`src/shared/rpq_pkg.sv`:
```
// Constants, register map and state encoding for the receive packet qualifier.
// Assumes a byte-wide register port and a demodulated serial bit stream, MSB first.
//
// Behaviour
// [RULE1] Sync high byte register, resets to 0xD3
// [RULE2] Sync low byte register, resets to 0x91
// [RULE3] Fixed mode takes length from length register
// [RULE4] Variable mode: length register is maximum length
// [RULE5] Quality counter: +1 on change, -4 on repeat
// [RULE6] Quality counter saturates at 0 and 31
// [RULE7] Sync accepted when counter reaches four times threshold
// [RULE8] Threshold zero accepts every sync word
// [RULE9] Autosync resets wake timer on sync word
// [RULE10] Autoflush empties receive FIFO on CRC failure
// [RULE11] Controller keeps one short packet in FIFO
// [RULE12] Status append adds RSSI, quality and CRC flag
// [RULE13] Filter 00 none, 01 node address only
// [RULE14] Filter 10 also accepts address 0x00
// [RULE15] Filter 11 accepts node, 0x00 or 0xFF
// [RULE16] Node address register, resets to zero
// [RULE17] Variable mode length is first byte after sync
// [RULE18] Address mismatch packet is flushed from FIFO
// [RULE19] Oversize variable length packet is discarded
package rpq_pkg;

	// ****************************************************
	// Register offsets
	// ****************************************************
	localparam logic [5:0] REG_FIFO_LVL   = 6'h03;
	localparam logic [5:0] REG_SYNC_HI    = 6'h04;
	localparam logic [5:0] REG_SYNC_LO    = 6'h05;
	localparam logic [5:0] REG_PKT_LEN    = 6'h06;
	localparam logic [5:0] REG_RX_CTRL    = 6'h07;
	localparam logic [5:0] REG_PKT_FORMAT = 6'h08;
	localparam logic [5:0] REG_NODE_ADDR  = 6'h09;

	// ****************************************************
	// Reset values
	// ****************************************************
	localparam logic [7:0] RST_FIFO_LVL   = 8'h07;
	localparam logic [7:0] RST_SYNC_HI    = 8'hD3;
	localparam logic [7:0] RST_SYNC_LO    = 8'h91;
	localparam logic [7:0] RST_PKT_LEN    = 8'hFF;
	localparam logic [7:0] RST_RX_CTRL    = 8'h04;
	localparam logic [7:0] RST_PKT_FORMAT = 8'h05;
	localparam logic [7:0] RST_NODE_ADDR  = 8'h00;

	// ****************************************************
	// Field positions
	// ****************************************************
	localparam int PQG_HI       = 7;
	localparam int PQG_LO       = 5;
	localparam int BIT_AUTOSYNC = 4;
	localparam int BIT_AUTOFLSH = 3;
	localparam int BIT_APPEND   = 2;
	localparam int ADR_HI       = 1;
	localparam int ADR_LO       = 0;
	localparam int BIT_CRC_EN   = 2;
	localparam int LEN_HI       = 1;
	localparam int LEN_LO       = 0;
	localparam logic [7:0] MASK_FIFO_LVL = 8'hFF;
	localparam logic [7:0] MASK_RX_CTRL  = 8'hFF;
	localparam logic [7:0] MASK_FORMAT   = 8'h07;

	// ****************************************************
	// Encodings and counter figures
	// ****************************************************
	localparam logic [1:0] ADR_NONE   = 2'h0;
	localparam logic [1:0] ADR_NODE   = 2'h1;
	localparam logic [1:0] ADR_BCAST0 = 2'h2;
	localparam logic [1:0] ADR_BCAST2 = 2'h3;
	localparam logic [7:0] BCAST_LOW  = 8'h00;
	localparam logic [7:0] BCAST_HIGH = 8'hFF;
	localparam logic [1:0] LEN_FIXED  = 2'h0;
	localparam logic [1:0] LEN_VAR    = 2'h1;
	localparam logic [1:0] LEN_INF    = 2'h2;
	localparam logic [4:0] PQ_MAX     = 5'h1F;
	localparam logic [4:0] PQ_DROP    = 5'h04;
	localparam logic [2:0] BIT_LAST   = 3'h7;

	// Receive sequencer states, one-hot
	typedef enum logic [5:0] {
		RPQ_HUNT  = 6'h01,
		RPQ_LEN   = 6'h02,
		RPQ_BODY  = 6'h04,
		RPQ_CRC   = 6'h08,
		RPQ_STAT1 = 6'h10,
		RPQ_STAT2 = 6'h20
	} rpq_state_e;

endpackage

```
`src/hw/rpq_rx_qualifier.sv`:
```
// Receive packet qualifier: sync search, length, address filter, CRC outcome, status append.
// Assumes a demodulator delivering bits MSB first, an external CRC unit and a receive FIFO.
`timescale 1ns/1ps
`default_nettype none

module rpq_rx_qualifier
	import rpq_pkg::*;
(
	// Clock and reset
	input  wire logic       core_clk,
	input  wire logic       arst_n,
	// Register port
	input  wire logic [5:0] reg_addr,
	input  wire logic       reg_wr,
	input  wire logic       reg_rd,
	input  wire logic [7:0] reg_wdata,
	output logic      [7:0] reg_rdata,
	// Demodulated stream and radio state
	input  wire logic       rx_enable,
	input  wire logic       rx_bit_valid,
	input  wire logic       rx_bit,
	input  wire logic       wor_mode,
	input  wire logic [7:0] rssi_value,
	input  wire logic [6:0] link_quality_value,
	// External CRC result
	input  wire logic       crc_done,
	input  wire logic       crc_ok,
	// Receive FIFO side
	output logic            fifo_wr_en,
	output logic      [7:0] fifo_wr_data,
	output logic            fifo_flush,
	// Events and status
	output logic            sync_accepted,
	output logic            wor_timer_reset,
	output logic            packet_done,
	output logic      [3:0] fifo_level_threshold,
	output logic      [4:0] preamble_quality
);

	// ****************************************************
	// Registers
	// ****************************************************
	logic [7:0] fifo_threshold_ctrl; // FIFO level setting, used by the FIFO
	logic [7:0] sync_word_hi;        // Upper sync byte
	logic [7:0] sync_word_lo;        // Lower sync byte
	logic [7:0] packet_length_limit; // Fixed length or maximum length
	logic [7:0] rx_packet_control;   // Quality, autosync, flush, append, filter
	logic [7:0] packet_format_ctrl;  // CRC enable and length mode
	logic [7:0] node_address;        // Own address for filtering

	// Decoded fields
	logic [2:0] preamble_quality_threshold;
	logic       wake_timer_autosync;
	logic       bad_check_rx_flush;
	logic       status_byte_append;
	logic [1:0] addr_filter_mode;
	logic       crc_enable;
	logic [1:0] length_mode;

	assign preamble_quality_threshold = rx_packet_control[PQG_HI:PQG_LO];
	assign wake_timer_autosync        = rx_packet_control[BIT_AUTOSYNC];
	assign bad_check_rx_flush         = rx_packet_control[BIT_AUTOFLSH];
	assign status_byte_append         = rx_packet_control[BIT_APPEND];
	assign addr_filter_mode           = rx_packet_control[ADR_HI:ADR_LO];
	assign crc_enable                 = packet_format_ctrl[BIT_CRC_EN];
	assign length_mode                = packet_format_ctrl[LEN_HI:LEN_LO];

	// ****************************************************
	// Register writes
	// ****************************************************
	always_ff @(posedge core_clk or negedge arst_n) begin
		if (!arst_n) begin
			fifo_threshold_ctrl <= RST_FIFO_LVL;
			sync_word_hi        <= RST_SYNC_HI;    // [RULE1]
			sync_word_lo        <= RST_SYNC_LO;    // [RULE2]
			packet_length_limit <= RST_PKT_LEN;    // [RULE3]
			rx_packet_control   <= RST_RX_CTRL;    // [RULE12]
			packet_format_ctrl  <= RST_PKT_FORMAT;
			node_address        <= RST_NODE_ADDR;  // [RULE16]
		end else if (reg_wr) begin
			case (reg_addr)
				REG_FIFO_LVL:   fifo_threshold_ctrl <= reg_wdata & MASK_FIFO_LVL;
				REG_SYNC_HI:    sync_word_hi        <= reg_wdata; // [RULE1]
				REG_SYNC_LO:    sync_word_lo        <= reg_wdata; // [RULE2]
				REG_PKT_LEN:    packet_length_limit <= reg_wdata;
				REG_RX_CTRL:    rx_packet_control   <= reg_wdata & MASK_RX_CTRL;
				REG_PKT_FORMAT: packet_format_ctrl  <= reg_wdata & MASK_FORMAT;
				REG_NODE_ADDR:  node_address        <= reg_wdata; // [RULE16]
				default: ;      // Unmapped writes are dropped
			endcase
		end
	end

	// ****************************************************
	// Register reads
	// ****************************************************
	// Read data is registered; unmapped offsets read zero
	always_ff @(posedge core_clk or negedge arst_n) begin
		if (!arst_n) begin
			reg_rdata <= 8'h00;
		end else if (reg_rd) begin
			case (reg_addr)
				REG_FIFO_LVL:   reg_rdata <= fifo_threshold_ctrl;
				REG_SYNC_HI:    reg_rdata <= sync_word_hi;
				REG_SYNC_LO:    reg_rdata <= sync_word_lo;
				REG_PKT_LEN:    reg_rdata <= packet_length_limit;
				REG_RX_CTRL:    reg_rdata <= rx_packet_control;
				REG_PKT_FORMAT: reg_rdata <= packet_format_ctrl;
				REG_NODE_ADDR:  reg_rdata <= node_address;
				default:        reg_rdata <= 8'h00;
			endcase
		end
	end

	// FIFO threshold is handed on as a flopped copy
	always_ff @(posedge core_clk or negedge arst_n) begin
		if (!arst_n)
			fifo_level_threshold <= RST_FIFO_LVL[3:0];
		else
			fifo_level_threshold <= fifo_threshold_ctrl[3:0];
	end

	// ****************************************************
	// Preamble quality and sync search
	// ****************************************************
	rpq_state_e state;        // Sequencer state
	rpq_state_e next_state;
	logic [15:0] sync_sr;     // Last sixteen received bits
	logic [15:0] sync_window; // Window including the current bit
	logic [4:0]  pq_gate;     // Four times the threshold field
	logic        pq_ok;       // Quality gate open
	logic        sync_hit;    // Accepted sync word this cycle

	rpq_quality_counter u_quality (
		.core_clk     (core_clk),
		.arst_n       (arst_n),
		.rx_bit_valid (rx_bit_valid),
		.rx_bit       (rx_bit),
		.clear        (!rx_enable),
		.quality      (preamble_quality)
	);

	assign sync_window = {sync_sr[14:0], rx_bit};
	assign pq_gate     = {preamble_quality_threshold, 2'b00};               // [RULE7]
	assign pq_ok       = (preamble_quality_threshold == 3'h0) ||            // [RULE8]
	                     (preamble_quality >= pq_gate);                     // [RULE7]
	assign sync_hit    = rx_enable && rx_bit_valid && (state == RPQ_HUNT) &&
	                     (sync_window == {sync_word_hi, sync_word_lo}) && pq_ok;

	// Sync shift register runs on every bit
	always_ff @(posedge core_clk or negedge arst_n) begin
		if (!arst_n)
			sync_sr <= 16'h0000;
		else if (rx_bit_valid)
			sync_sr <= sync_window;
	end

	// ****************************************************
	// Byte assembly
	// ****************************************************
	logic [6:0] byte_sr;   // Bits of the byte under way
	logic [2:0] bit_cnt;   // Bits already taken of the byte
	logic [7:0] byte_now;  // Completed byte
	logic       byte_done; // A byte completes this cycle

	assign byte_now  = {byte_sr, rx_bit};
	assign byte_done = rx_bit_valid && (bit_cnt == BIT_LAST) &&
	                   ((state == RPQ_LEN) || (state == RPQ_BODY));

	// Bit counter restarts at every sync so bytes align to the sync word
	always_ff @(posedge core_clk or negedge arst_n) begin
		if (!arst_n) begin
			byte_sr <= 7'h00;
			bit_cnt <= 3'h0;
		end else if (state == RPQ_HUNT) begin
			bit_cnt <= 3'h0;
		end else if (rx_bit_valid) begin
			byte_sr <= byte_now[6:0];
			bit_cnt <= bit_cnt + 3'h1;
		end
	end

	// ****************************************************
	// Address filter
	// ****************************************************
	logic addr_pass; // Current byte passes the address filter

	always_comb begin
		case (addr_filter_mode)
			ADR_NODE:   addr_pass = (byte_now == node_address);                    // [RULE13]
			ADR_BCAST0: addr_pass = (byte_now == node_address) ||                  // [RULE14]
			                        (byte_now == BCAST_LOW);
			ADR_BCAST2: addr_pass = (byte_now == node_address) ||                  // [RULE15]
			                        (byte_now == BCAST_LOW) || (byte_now == BCAST_HIGH);
			default:    addr_pass = 1'b1;                                          // [RULE13]
		endcase
	end

	// ****************************************************
	// Packet sequencer
	// ****************************************************
	logic [7:0] remain;      // Body bytes still to come
	logic [7:0] next_remain;
	logic       addr_due;    // Next body byte is the address
	logic       next_addr_due;
	logic       crc_flag;    // CRC outcome for the status byte
	logic       next_crc_flag;
	logic       next_wr;
	logic [7:0] next_data;
	logic       next_flush;
	logic       next_done;
	rpq_state_e tail_state;  // Where a finished body goes

	// After the body: CRC wait, status bytes or back to hunting
	always_comb begin
		if (crc_enable)
			tail_state = RPQ_CRC;
		else if (status_byte_append)
			tail_state = RPQ_STAT1;
		else
			tail_state = RPQ_HUNT;
	end

	always_comb begin
		next_state    = state;
		next_remain   = remain;
		next_addr_due = addr_due;
		next_crc_flag = crc_flag;
		next_wr       = 1'b0;
		next_data     = fifo_wr_data;
		next_flush    = 1'b0;
		next_done     = 1'b0;
		case (state)
			RPQ_HUNT: begin
				next_addr_due = (addr_filter_mode != ADR_NONE);
				next_crc_flag = 1'b1;
				if (sync_hit) begin
					if (length_mode == LEN_VAR)
						next_state = RPQ_LEN;                 // [RULE17]
					else begin
						next_remain = packet_length_limit;    // [RULE3]
						next_state  = (length_mode == LEN_FIXED && packet_length_limit == 8'h00) ?
						              tail_state : RPQ_BODY;
					end
				end
			end
			RPQ_LEN: begin
				if (byte_done) begin
					next_wr   = (byte_now <= packet_length_limit);
					next_data = byte_now;                     // [RULE17]
					next_remain = byte_now;
					if (byte_now > packet_length_limit) begin // [RULE4]
						next_flush = 1'b1;                    // [RULE19]
						next_state = RPQ_HUNT;
					end else if (byte_now == 8'h00)
						next_state = tail_state;
					else
						next_state = RPQ_BODY;
				end
			end
			RPQ_BODY: begin
				if (byte_done) begin
					next_addr_due = 1'b0;
					if (addr_due && !addr_pass) begin
						// Length byte may already sit in the FIFO, so flush
						next_flush = 1'b1;                    // [RULE18]
						next_state = RPQ_HUNT;
					end else begin
						next_wr     = 1'b1;
						next_data   = byte_now;
						next_remain = remain - 8'h01;
						// Infinite mode never ends the body by count
						if (remain == 8'h01 && length_mode != LEN_INF)
							next_state = tail_state;
					end
				end
			end
			RPQ_CRC: begin
				if (crc_done) begin
					next_crc_flag = crc_ok;
					if (!crc_ok && bad_check_rx_flush) begin
						next_flush = 1'b1;                    // [RULE10] [RULE11]
						next_done  = 1'b1;
						next_state = RPQ_HUNT;
					end else if (status_byte_append)
						next_state = RPQ_STAT1;
					else begin
						next_done  = 1'b1;
						next_state = RPQ_HUNT;
					end
				end
			end
			RPQ_STAT1: begin
				next_wr    = 1'b1;
				next_data  = rssi_value;                      // [RULE12]
				next_state = RPQ_STAT2;
			end
			RPQ_STAT2: begin
				next_wr    = 1'b1;
				next_data  = {crc_flag, link_quality_value};  // [RULE12]
				next_done  = 1'b1;
				next_state = RPQ_HUNT;
			end
			default: next_state = RPQ_HUNT;
		endcase
		// Disabling the receiver abandons any packet in progress
		if (!rx_enable) begin
			next_state = RPQ_HUNT;
			next_wr    = 1'b0;
		end
	end

	// Sequencer state and packet bookkeeping
	always_ff @(posedge core_clk or negedge arst_n) begin
		if (!arst_n) begin
			state    <= RPQ_HUNT;
			remain   <= 8'h00;
			addr_due <= 1'b0;
			crc_flag <= 1'b1;
		end else begin
			state    <= next_state;
			remain   <= next_remain;
			addr_due <= next_addr_due;
			crc_flag <= next_crc_flag;
		end
	end

	// ****************************************************
	// FIFO side and event outputs
	// ****************************************************
	always_ff @(posedge core_clk or negedge arst_n) begin
		if (!arst_n) begin
			fifo_wr_en   <= 1'b0;
			fifo_wr_data <= 8'h00;
			fifo_flush   <= 1'b0;
			packet_done  <= 1'b0;
		end else begin
			fifo_wr_en   <= next_wr;
			fifo_wr_data <= next_data;
			fifo_flush   <= next_flush;
			packet_done  <= next_done;
		end
	end

	// Sync pulse and wake timer resynchronisation
	always_ff @(posedge core_clk or negedge arst_n) begin
		if (!arst_n) begin
			sync_accepted   <= 1'b0;
			wor_timer_reset <= 1'b0;
		end else begin
			sync_accepted   <= sync_hit;
			wor_timer_reset <= sync_hit && wor_mode && wake_timer_autosync; // [RULE9]
		end
	end

endmodule // rpq_rx_qualifier

`default_nettype wire

```
`src/hw/rpq_quality_counter.sv`:
```
// Preamble quality counter fed by the received bit stream.
// Assumes one qualified bit per rx_bit_valid cycle.
`timescale 1ns/1ps
`default_nettype none

module rpq_quality_counter
	import rpq_pkg::*;
(
	// Clock and reset
	input  wire logic       core_clk,
	input  wire logic       arst_n,
	// Bit stream
	input  wire logic       rx_bit_valid,
	input  wire logic       rx_bit,
	input  wire logic       clear,
	// Counter value
	output logic      [4:0] quality
);

	logic prev_bit;   // Bit received before the current one
	logic have_prev;  // No comparison before the first bit

	// ****************************************************
	// Counter update
	// ****************************************************
	// Clear restarts the estimate so a stale preamble never gates a new hunt
	always_ff @(posedge core_clk or negedge arst_n) begin
		if (!arst_n) begin
			quality   <= 5'h00;
			prev_bit  <= 1'b0;
			have_prev <= 1'b0;
		end else if (clear) begin
			quality   <= 5'h00;
			have_prev <= 1'b0;
		end else if (rx_bit_valid) begin
			prev_bit  <= rx_bit;
			have_prev <= 1'b1;
			if (have_prev && (rx_bit != prev_bit)) begin
				// Transition: climb, capped at the top
				if (quality != PQ_MAX)
					quality <= quality + 5'h01; // [RULE5] [RULE6]
			end else if (have_prev) begin
				// Repeat: fall, floored at zero
				if (quality > PQ_DROP)
					quality <= quality - PQ_DROP; // [RULE5]
				else
					quality <= 5'h00; // [RULE6]
			end
		end
	end

endmodule // rpq_quality_counter

`default_nettype wire

```
`config.mk`:
```
export PLATFORM = sky130hd
export DESIGN_NAME = rpq_rx_qualifier
export DESIGN_NICKNAME = d
export VERILOG_FILES = /design/src/shared/rpq_pkg.sv /design/src/hw/rpq_rx_qualifier.sv /design/src/hw/rpq_quality_counter.sv
export SDC_FILE = /design/constraint.sdc
export NUM_CORES = 1
export LEC_CHECK = 0
export ABC_AREA = 1
export BUFFER_PORTS_ARGS = -buffer_cell sky130_fd_sc_hd__buf_2
export CORE_MARGIN = 2
export CORE_UTILIZATION = 40
export CTS_BUF_LIST = sky130_fd_sc_hd__clkbuf_16
export DETAILED_ROUTE_END_ITERATION = 10
export GPL_TIMING_DRIVEN = 0
export SLEW_MARGIN = 20
export SYNTH_ARGS = -nofsm -noshare
export SYNTH_HDL_FRONTEND = slang
export SYNTH_HIERARCHICAL = 1
export SYNTH_SLANG_ARGS = --single-unit
```
`constraint.sdc`:
```
create_clock -name core_clk -period 2.22 [get_ports core_clk]
set_clock_uncertainty 0.1 [all_clocks]
set_input_delay 0 -clock core_clk [delete_from_list [all_inputs] [get_ports core_clk]]
set_output_delay 0 -clock core_clk [all_outputs]
set_load 0.02 [all_outputs]
```
======== Yosys cells after proc, flatten, opt, wreduce, memory -nomap -nowiden ========
Cells that the tools add are included.
word-level totals
  register bits after elaboration ......... 124
  logic and storage cells ................. 174
  input bits .............................. 39
  output and inout port bits .............. 30
cells by class
  eq/ne operators ......................... 39
  add/subtract/negate cells ............... 4
  order comparisons ....................... 4
  reduce and logical (&&, ||, !) cells .... 45
  mux-type cells .......................... 56
  bitwise logic cells ..................... 1
operators with widths
  cell                                                                    number
  6-bit two-way mux                                                       12
  8-bit two-way mux                                                       7
  8-bit case mux with 7 select lines                                      1
  5-bit two-way mux                                                       8
  8-bit case mux with 4 select lines                                      1
  6-bit by 3-bit equality test with 1-bit output (second input constant)  5
  6-bit case mux with 5 select lines                                      1
  8-bit case mux with 3 select lines                                      1
  2-bit AND reduction                                                     11
  6-bit by 4-bit equality test with 1-bit output (second input constant)  3
  1-bit two-way mux                                                       17
  16-bit equality test                                                    1
  8-bit logical NOT                                                       2
  3-bit inequality test (second input constant)                           5
  2-bit inequality test (second input constant)                           7
  1-bit logical AND                                                       13
  6-bit by 2-bit equality test with 1-bit output (second input constant)  2
  1-bit case mux with 3 select lines                                      3
  8-bit by 1-bit equality test with 1-bit output (second input constant)  1
  8-bit equality test                                                     1
  8-bit equality test (second input constant)                             1
  8-bit > comparator                                                      1
  8-bit <= comparator                                                     1
  2-bit nonzero test                                                      4
  other kinds (31)                                                        40

======== Longest topological paths before layout ========
  word-level depth ........................ 10
  gate-level depth with buffers ........... 13
  mapped depth without buffers ............ 13

======== Hierarchy ========
The synthesis kept the hierarchy.
by module, submodules not included
  module               instances  sequential area each (µm²)  cells each  area each (µm²)
  rpq_rx_qualifier     1          2961.6                      814         6288.5
  rpq_quality_counter  1          175.2                       83          588.1

======== Worst setup path before layout ========
No wires, ideal clock.
  path type ............................... register to register
  start ................................... reg u_quality.quality[2]
  end ..................................... reg remain[4]
  period minus slack after synthesis ...... 1919 ps
  stages on the path, launching flop included .. 11
  data arrival time ....................... 1693 ps
  required time ........................... 1994 ps
  path slack .............................. 301 ps
  buffers on the path ..................... 1
  setup time .............................. 126 ps
  cells stage by stage .................... dfrtp_1 inv_1 ha_1 nand4_1 nand4_1 nand4_1 nand2_1 nand2_2 nor2_4 buf_6 o21ai_0
between the ends
  cells in the longest elaborated chain, start to end .. 5
RTL lines
  what                               line                       RTL
  start: declaration                 rpq_quality_counter.sv:17  output logic [4:0] quality
  start signal: assignment           rpq_quality_counter.sv:41  quality <= quality + 5'h01;
  start signal: assignment           rpq_quality_counter.sv:45  quality <= quality - PQ_DROP;
  5-bit greater-or-equal comparator  rpq_rx_qualifier.sv:146    (preamble_quality >= pq_gate);
  1-bit logical OR                   rpq_rx_qualifier.sv:145    assign pq_ok = (preamble_quality_threshold == 3'h0) ||
  1-bit logical AND                  rpq_rx_qualifier.sv:148    (sync_window == {sync_word_hi, sync_word_lo}) && pq_ok;
  2-bit inequality test (no line)    n/a
  6-bit AND reduction (no line)      n/a
  end signal: assignment             rpq_rx_qualifier.sv:322    remain <= next_remain;
  end: declaration                   rpq_rx_qualifier.sv:202    logic [7:0] remain;
No other way between the ends.
A chain may end at the register's enable or synchronous reset.

======== Final worst setup path ========
  start ................................... reg state[5]
  end ..................................... reg remain[4]
between the ends
  cells in the longest elaborated chain, start to end .. 6
  elaborated cells between the ends (all ways) .. 16
  those cells by class .................... eq/ne (8); mux (1); reduce/logical (7)
RTL lines
  what                                            line                                              RTL
  start: declaration                              rpq_rx_qualifier.sv:126                           rpq_state_e state;
  start signal: assignment                        rpq_rx_qualifier.sv:321                           state <= next_state;
  6-bit by 1-bit equality test with 1-bit output  rpq_rx_qualifier.sv:147, rpq_rx_qualifier.sv:233
  1-bit logical AND (2 in a row)                  rpq_rx_qualifier.sv:147                           assign sync_hit = rx_enable && rx_bit_valid && (state == RPQ_HUNT) &&
  1-bit logical AND                               rpq_rx_qualifier.sv:148
  2-bit inequality test (no line)                 n/a
  6-bit AND reduction (no line)                   n/a
Parallel ways exist; a longest one is shown, timed or not.

==> results.txt <==
final setup TNS: 0 ps
drt first pass iters: 5
Net Switching: 3170 uW
htree depth: 4
ys flop type: dfrtp_1
Core Rows: 47
f_max: 469 MHz
switching fraction of total power: 0.364
Critical Path Fanout Max: 5
Final Hold Fails: 0
Syn Area/Cell: 7.67 um2
die extent in x: 135 um
layout cells sized above 1: 0.188
GP Congestion: 0.925
CP arrival: 2330 ps
GRT Overall Usage: 0.235
initial core utilization: 0.412
Worst-Margin Slew: 592 ps
GR Overflow Total: 0
Synth Cell Area: 6880 um2
DR vias: 6452
Crit-path slowest cell: dfrtp_2
utilization after layout: 0.521
kind of start point of the critical path: flop
hold path depth: 6
R2R depth: 11
Clk Latency, worst-skew pair: 420 ps
largest net degree at the start of global routing: 87
Min Hold Slack: 81.8 ps
sequential power share: 0.357
crit-path max cell delay: 420 ps
yosys warns: 6
first-pass GRT wire length: 32900 um
RSZ-0062 raised after global routing: true
Mapped Cells: 897
CP Capture Type: flop
total leakage power: 0.00425 uW
Slew headroom: 0.601
Critical Path RT: 2420 ps
deepest clock path buffer count: 2
DRC viols: 0
critical path buffer and inverter count: 1
max cap viols: 0
Clock Sinks: 124
antenna viol nets, final: 0
clock slew at reported path FFs: 60 ps
number of enable flip-flop cells after synthesis: 0
Crit. Startpoint: state[5]
Boundary Pins: 69
post-DP HPWL: 14400 um
Design Power: 8710 uW
WL/cell: 16.1 um
Min-Delay Path Class: input port to flop
Top cell by count, worst path: nor2_4
flop2flop setup slack: 90 ps
register bit total from synthesis: 124
# fillers: 1657
Via density: 5.10
Cell Int Power: 5550 uW
Final nets: 1092
combinational power share: 0.312
CP top delay family: simple AND/OR/NAND/NOR gates
CP Depth: 11
total CTS buffers: 17
sequential area share after synthesis: 0.456
part of the power in the clock network: 0.331
Crit Path Category: flop to flop
height of the chip: 135 um
Max VDD drop: 0.719 mV
antenna fix cells: 0
core area: 16700 um2
final WL: 20300 um
P&R area growth vs syn: 26.6%
period utilization: 0.960
Hold Path End: node_address[4]
TritonCTS clock tree: yes
PD cells: 1000 nW/um2
critical-path cell list: nor2_4 > nand2_2 > nor2_4 > nand2_1 > nor2_1 > nand4_1 > nand2_2 > nand2_4 > nor2_4 > buf_6 > o21ai_0
Yosys cell types: 42
DRT iter0 DRCs: 480
IO Port Bufs: 66
fin. max-slew vios: 0
Tmin final: 2130 ps
vias in the first global route: 6263
Crit Reg-Reg Endpoint: remain[4]
status: finished clean
share of flip-flops with an asynchronous set or reset: 1.00
full die area: 18300 um2
antenna violations before repair: 0
Hold Crit Start: reg_addr[3]
final setup fails: 0
Crit Reg-Reg Startpoint: state[5]
Synthesized Nets: 957
root buf cell: clkbuf_16
cells in the mapped netlist (all sizes together) (3+ instances only):
| cell type | n | area share |
|---|---|---|
| clkbuf | 13 | 0.0071 |
| ha | 21 | 0.038 |
| nand3 | 46 | 0.036 |
| a31oi | 3 | 0.0027 |
| o22ai | 9 | 0.0082 |
| a221oi | 5 | 0.0064 |
| nand2 | 284 | 0.16 |
| o211a | 3 | 0.0044 |
| buf | 5 | 0.0049 |
| dfstp | 27 | 0.10 |
| a21oi | 21 | 0.016 |
| nor2 | 75 | 0.047 |
| nand4 | 19 | 0.019 |
| o221ai | 7 | 0.0089 |
| xnor2 | 10 | 0.013 |
| o21ai | 104 | 0.077 |
| o2111ai | 8 | 0.010 |
| o211ai | 3 | 0.0040 |
| inv | 120 | 0.066 |
| nor3 | 7 | 0.0067 |
| dfrtp | 97 | 0.35 |
layout by cell type (no fill, tap or decap), types with 18 or more instances in the layout:
cell / Yosys / layout
a21oi_1: 20 / 18
buf_2: 3 / 67
dfrtp_1: 97 / 95
dfstp_2: 27 / 27
dlygate4sd3_1: 0 / 36
ha_1: 21 / 20
inv_1: 113 / 112
nand2_1: 273 / 271
nand3_1: 43 / 43
nor2_1: 67 / 64
o21ai_0: 94 / 92
worst max-delay path by stage:
stage	slack, ps	endpoint
5_1_grt	-30	remain[4]
6_report	90	remain[4]
2_1_floorplan	300	remain[4]
3_3_place_gp	-620	wor_timer_reset
4_1_cts	-3	fifo_wr_data[2]
3_5_place_dp	-80	remain[4]
routing by layer:
metal / track usage / share of wire
met5: 0 / 0
met4: 0.0741 / 0.019
met3: 0.0447 / 0.046
met2: 0.374 / 0.45
met1: 0.326 / 0.48
worst register-to-register path, cell delays in order, from the launching register on:
cell     delay [ps]
dfrtp_2         420
nor2_4          210
nand2_2          90
nor2_4          200
nand2_1          80
nor2_1           90
nand4_1         170
nand2_2         140
nand2_4          80
nor2_4          210
buf_6           150
o21ai_0          70
layout make-up:
class	count	area, um2	share of cell area
buffer	17	81.3	0.00934
clock buffer	17	425	0.0489
clock inverter	15	189	0.0217
inverter	121	463	0.0532
multi-input combinational	634	3280	0.376
sequential	124	3140	0.361
tap	220	275	0.0316
timing repair buffer	117	857	0.0984
flip-flops by register name, indices dropped and copies added, names as in the netlist, 5 cells and up:
name	flops
node_address	8
reg_rdata	8
byte_sr	7
sync_sr	15
u_quality/quality	5
rx_packet_control	8
fifo_threshold_ctrl	8
state	6
fifo_wr_data	8
remain	8
sync_word_lo	8
packet_length_limit	8
sync_word_hi	8
cells by family after synthesis:
family | Yosys count | synth area share
adders and majority gates | 21 | 0.0382
DFF | 124 | 0.456
AOI/OAI and AO/OA | 165 | 0.140
and+or+nand+nor | 436 | 0.272
buffers and inverters | 139 | 0.0781
xor gates and xnor gates | 12 | 0.0153
power by group through the flow:
| stage | combinational [uW] | clock, uW | sequential (uW) |
|---|---|---|---|
| final | 2720 | 2890 | 3110 |
| after detailed placement | 2360 | 0 | 3120 |
| after global routing | 3060 | 3040 | 3170 |
| after CTS | 2470 | 2940 | 3090 |
| after floorplan | 1630 | 0 | 3080 |
| after global placement | 2310 | 0 | 3120 |
through the flow:
step,instance area (um2),cells,setup slack [ps]
after floorplan,6880,897,301
after global placement,7480,1183,-619
after detailed placement,7520,1184,-79.0
after CTS,8530,1255,-3.41
after global routing,8710,1265,-31.5
final,8710,1265,88.9
what timing repair did:
item,4_1_cts,5_1_grt
cloned,0,1
pin swaps,1,12
hold endpoints to repair,186,0
buffers inserted,2,10
setup endpoints to repair,11,30
resized for setup,2,25
hold buffers,37,0
(Power assumes the default switching activity.)
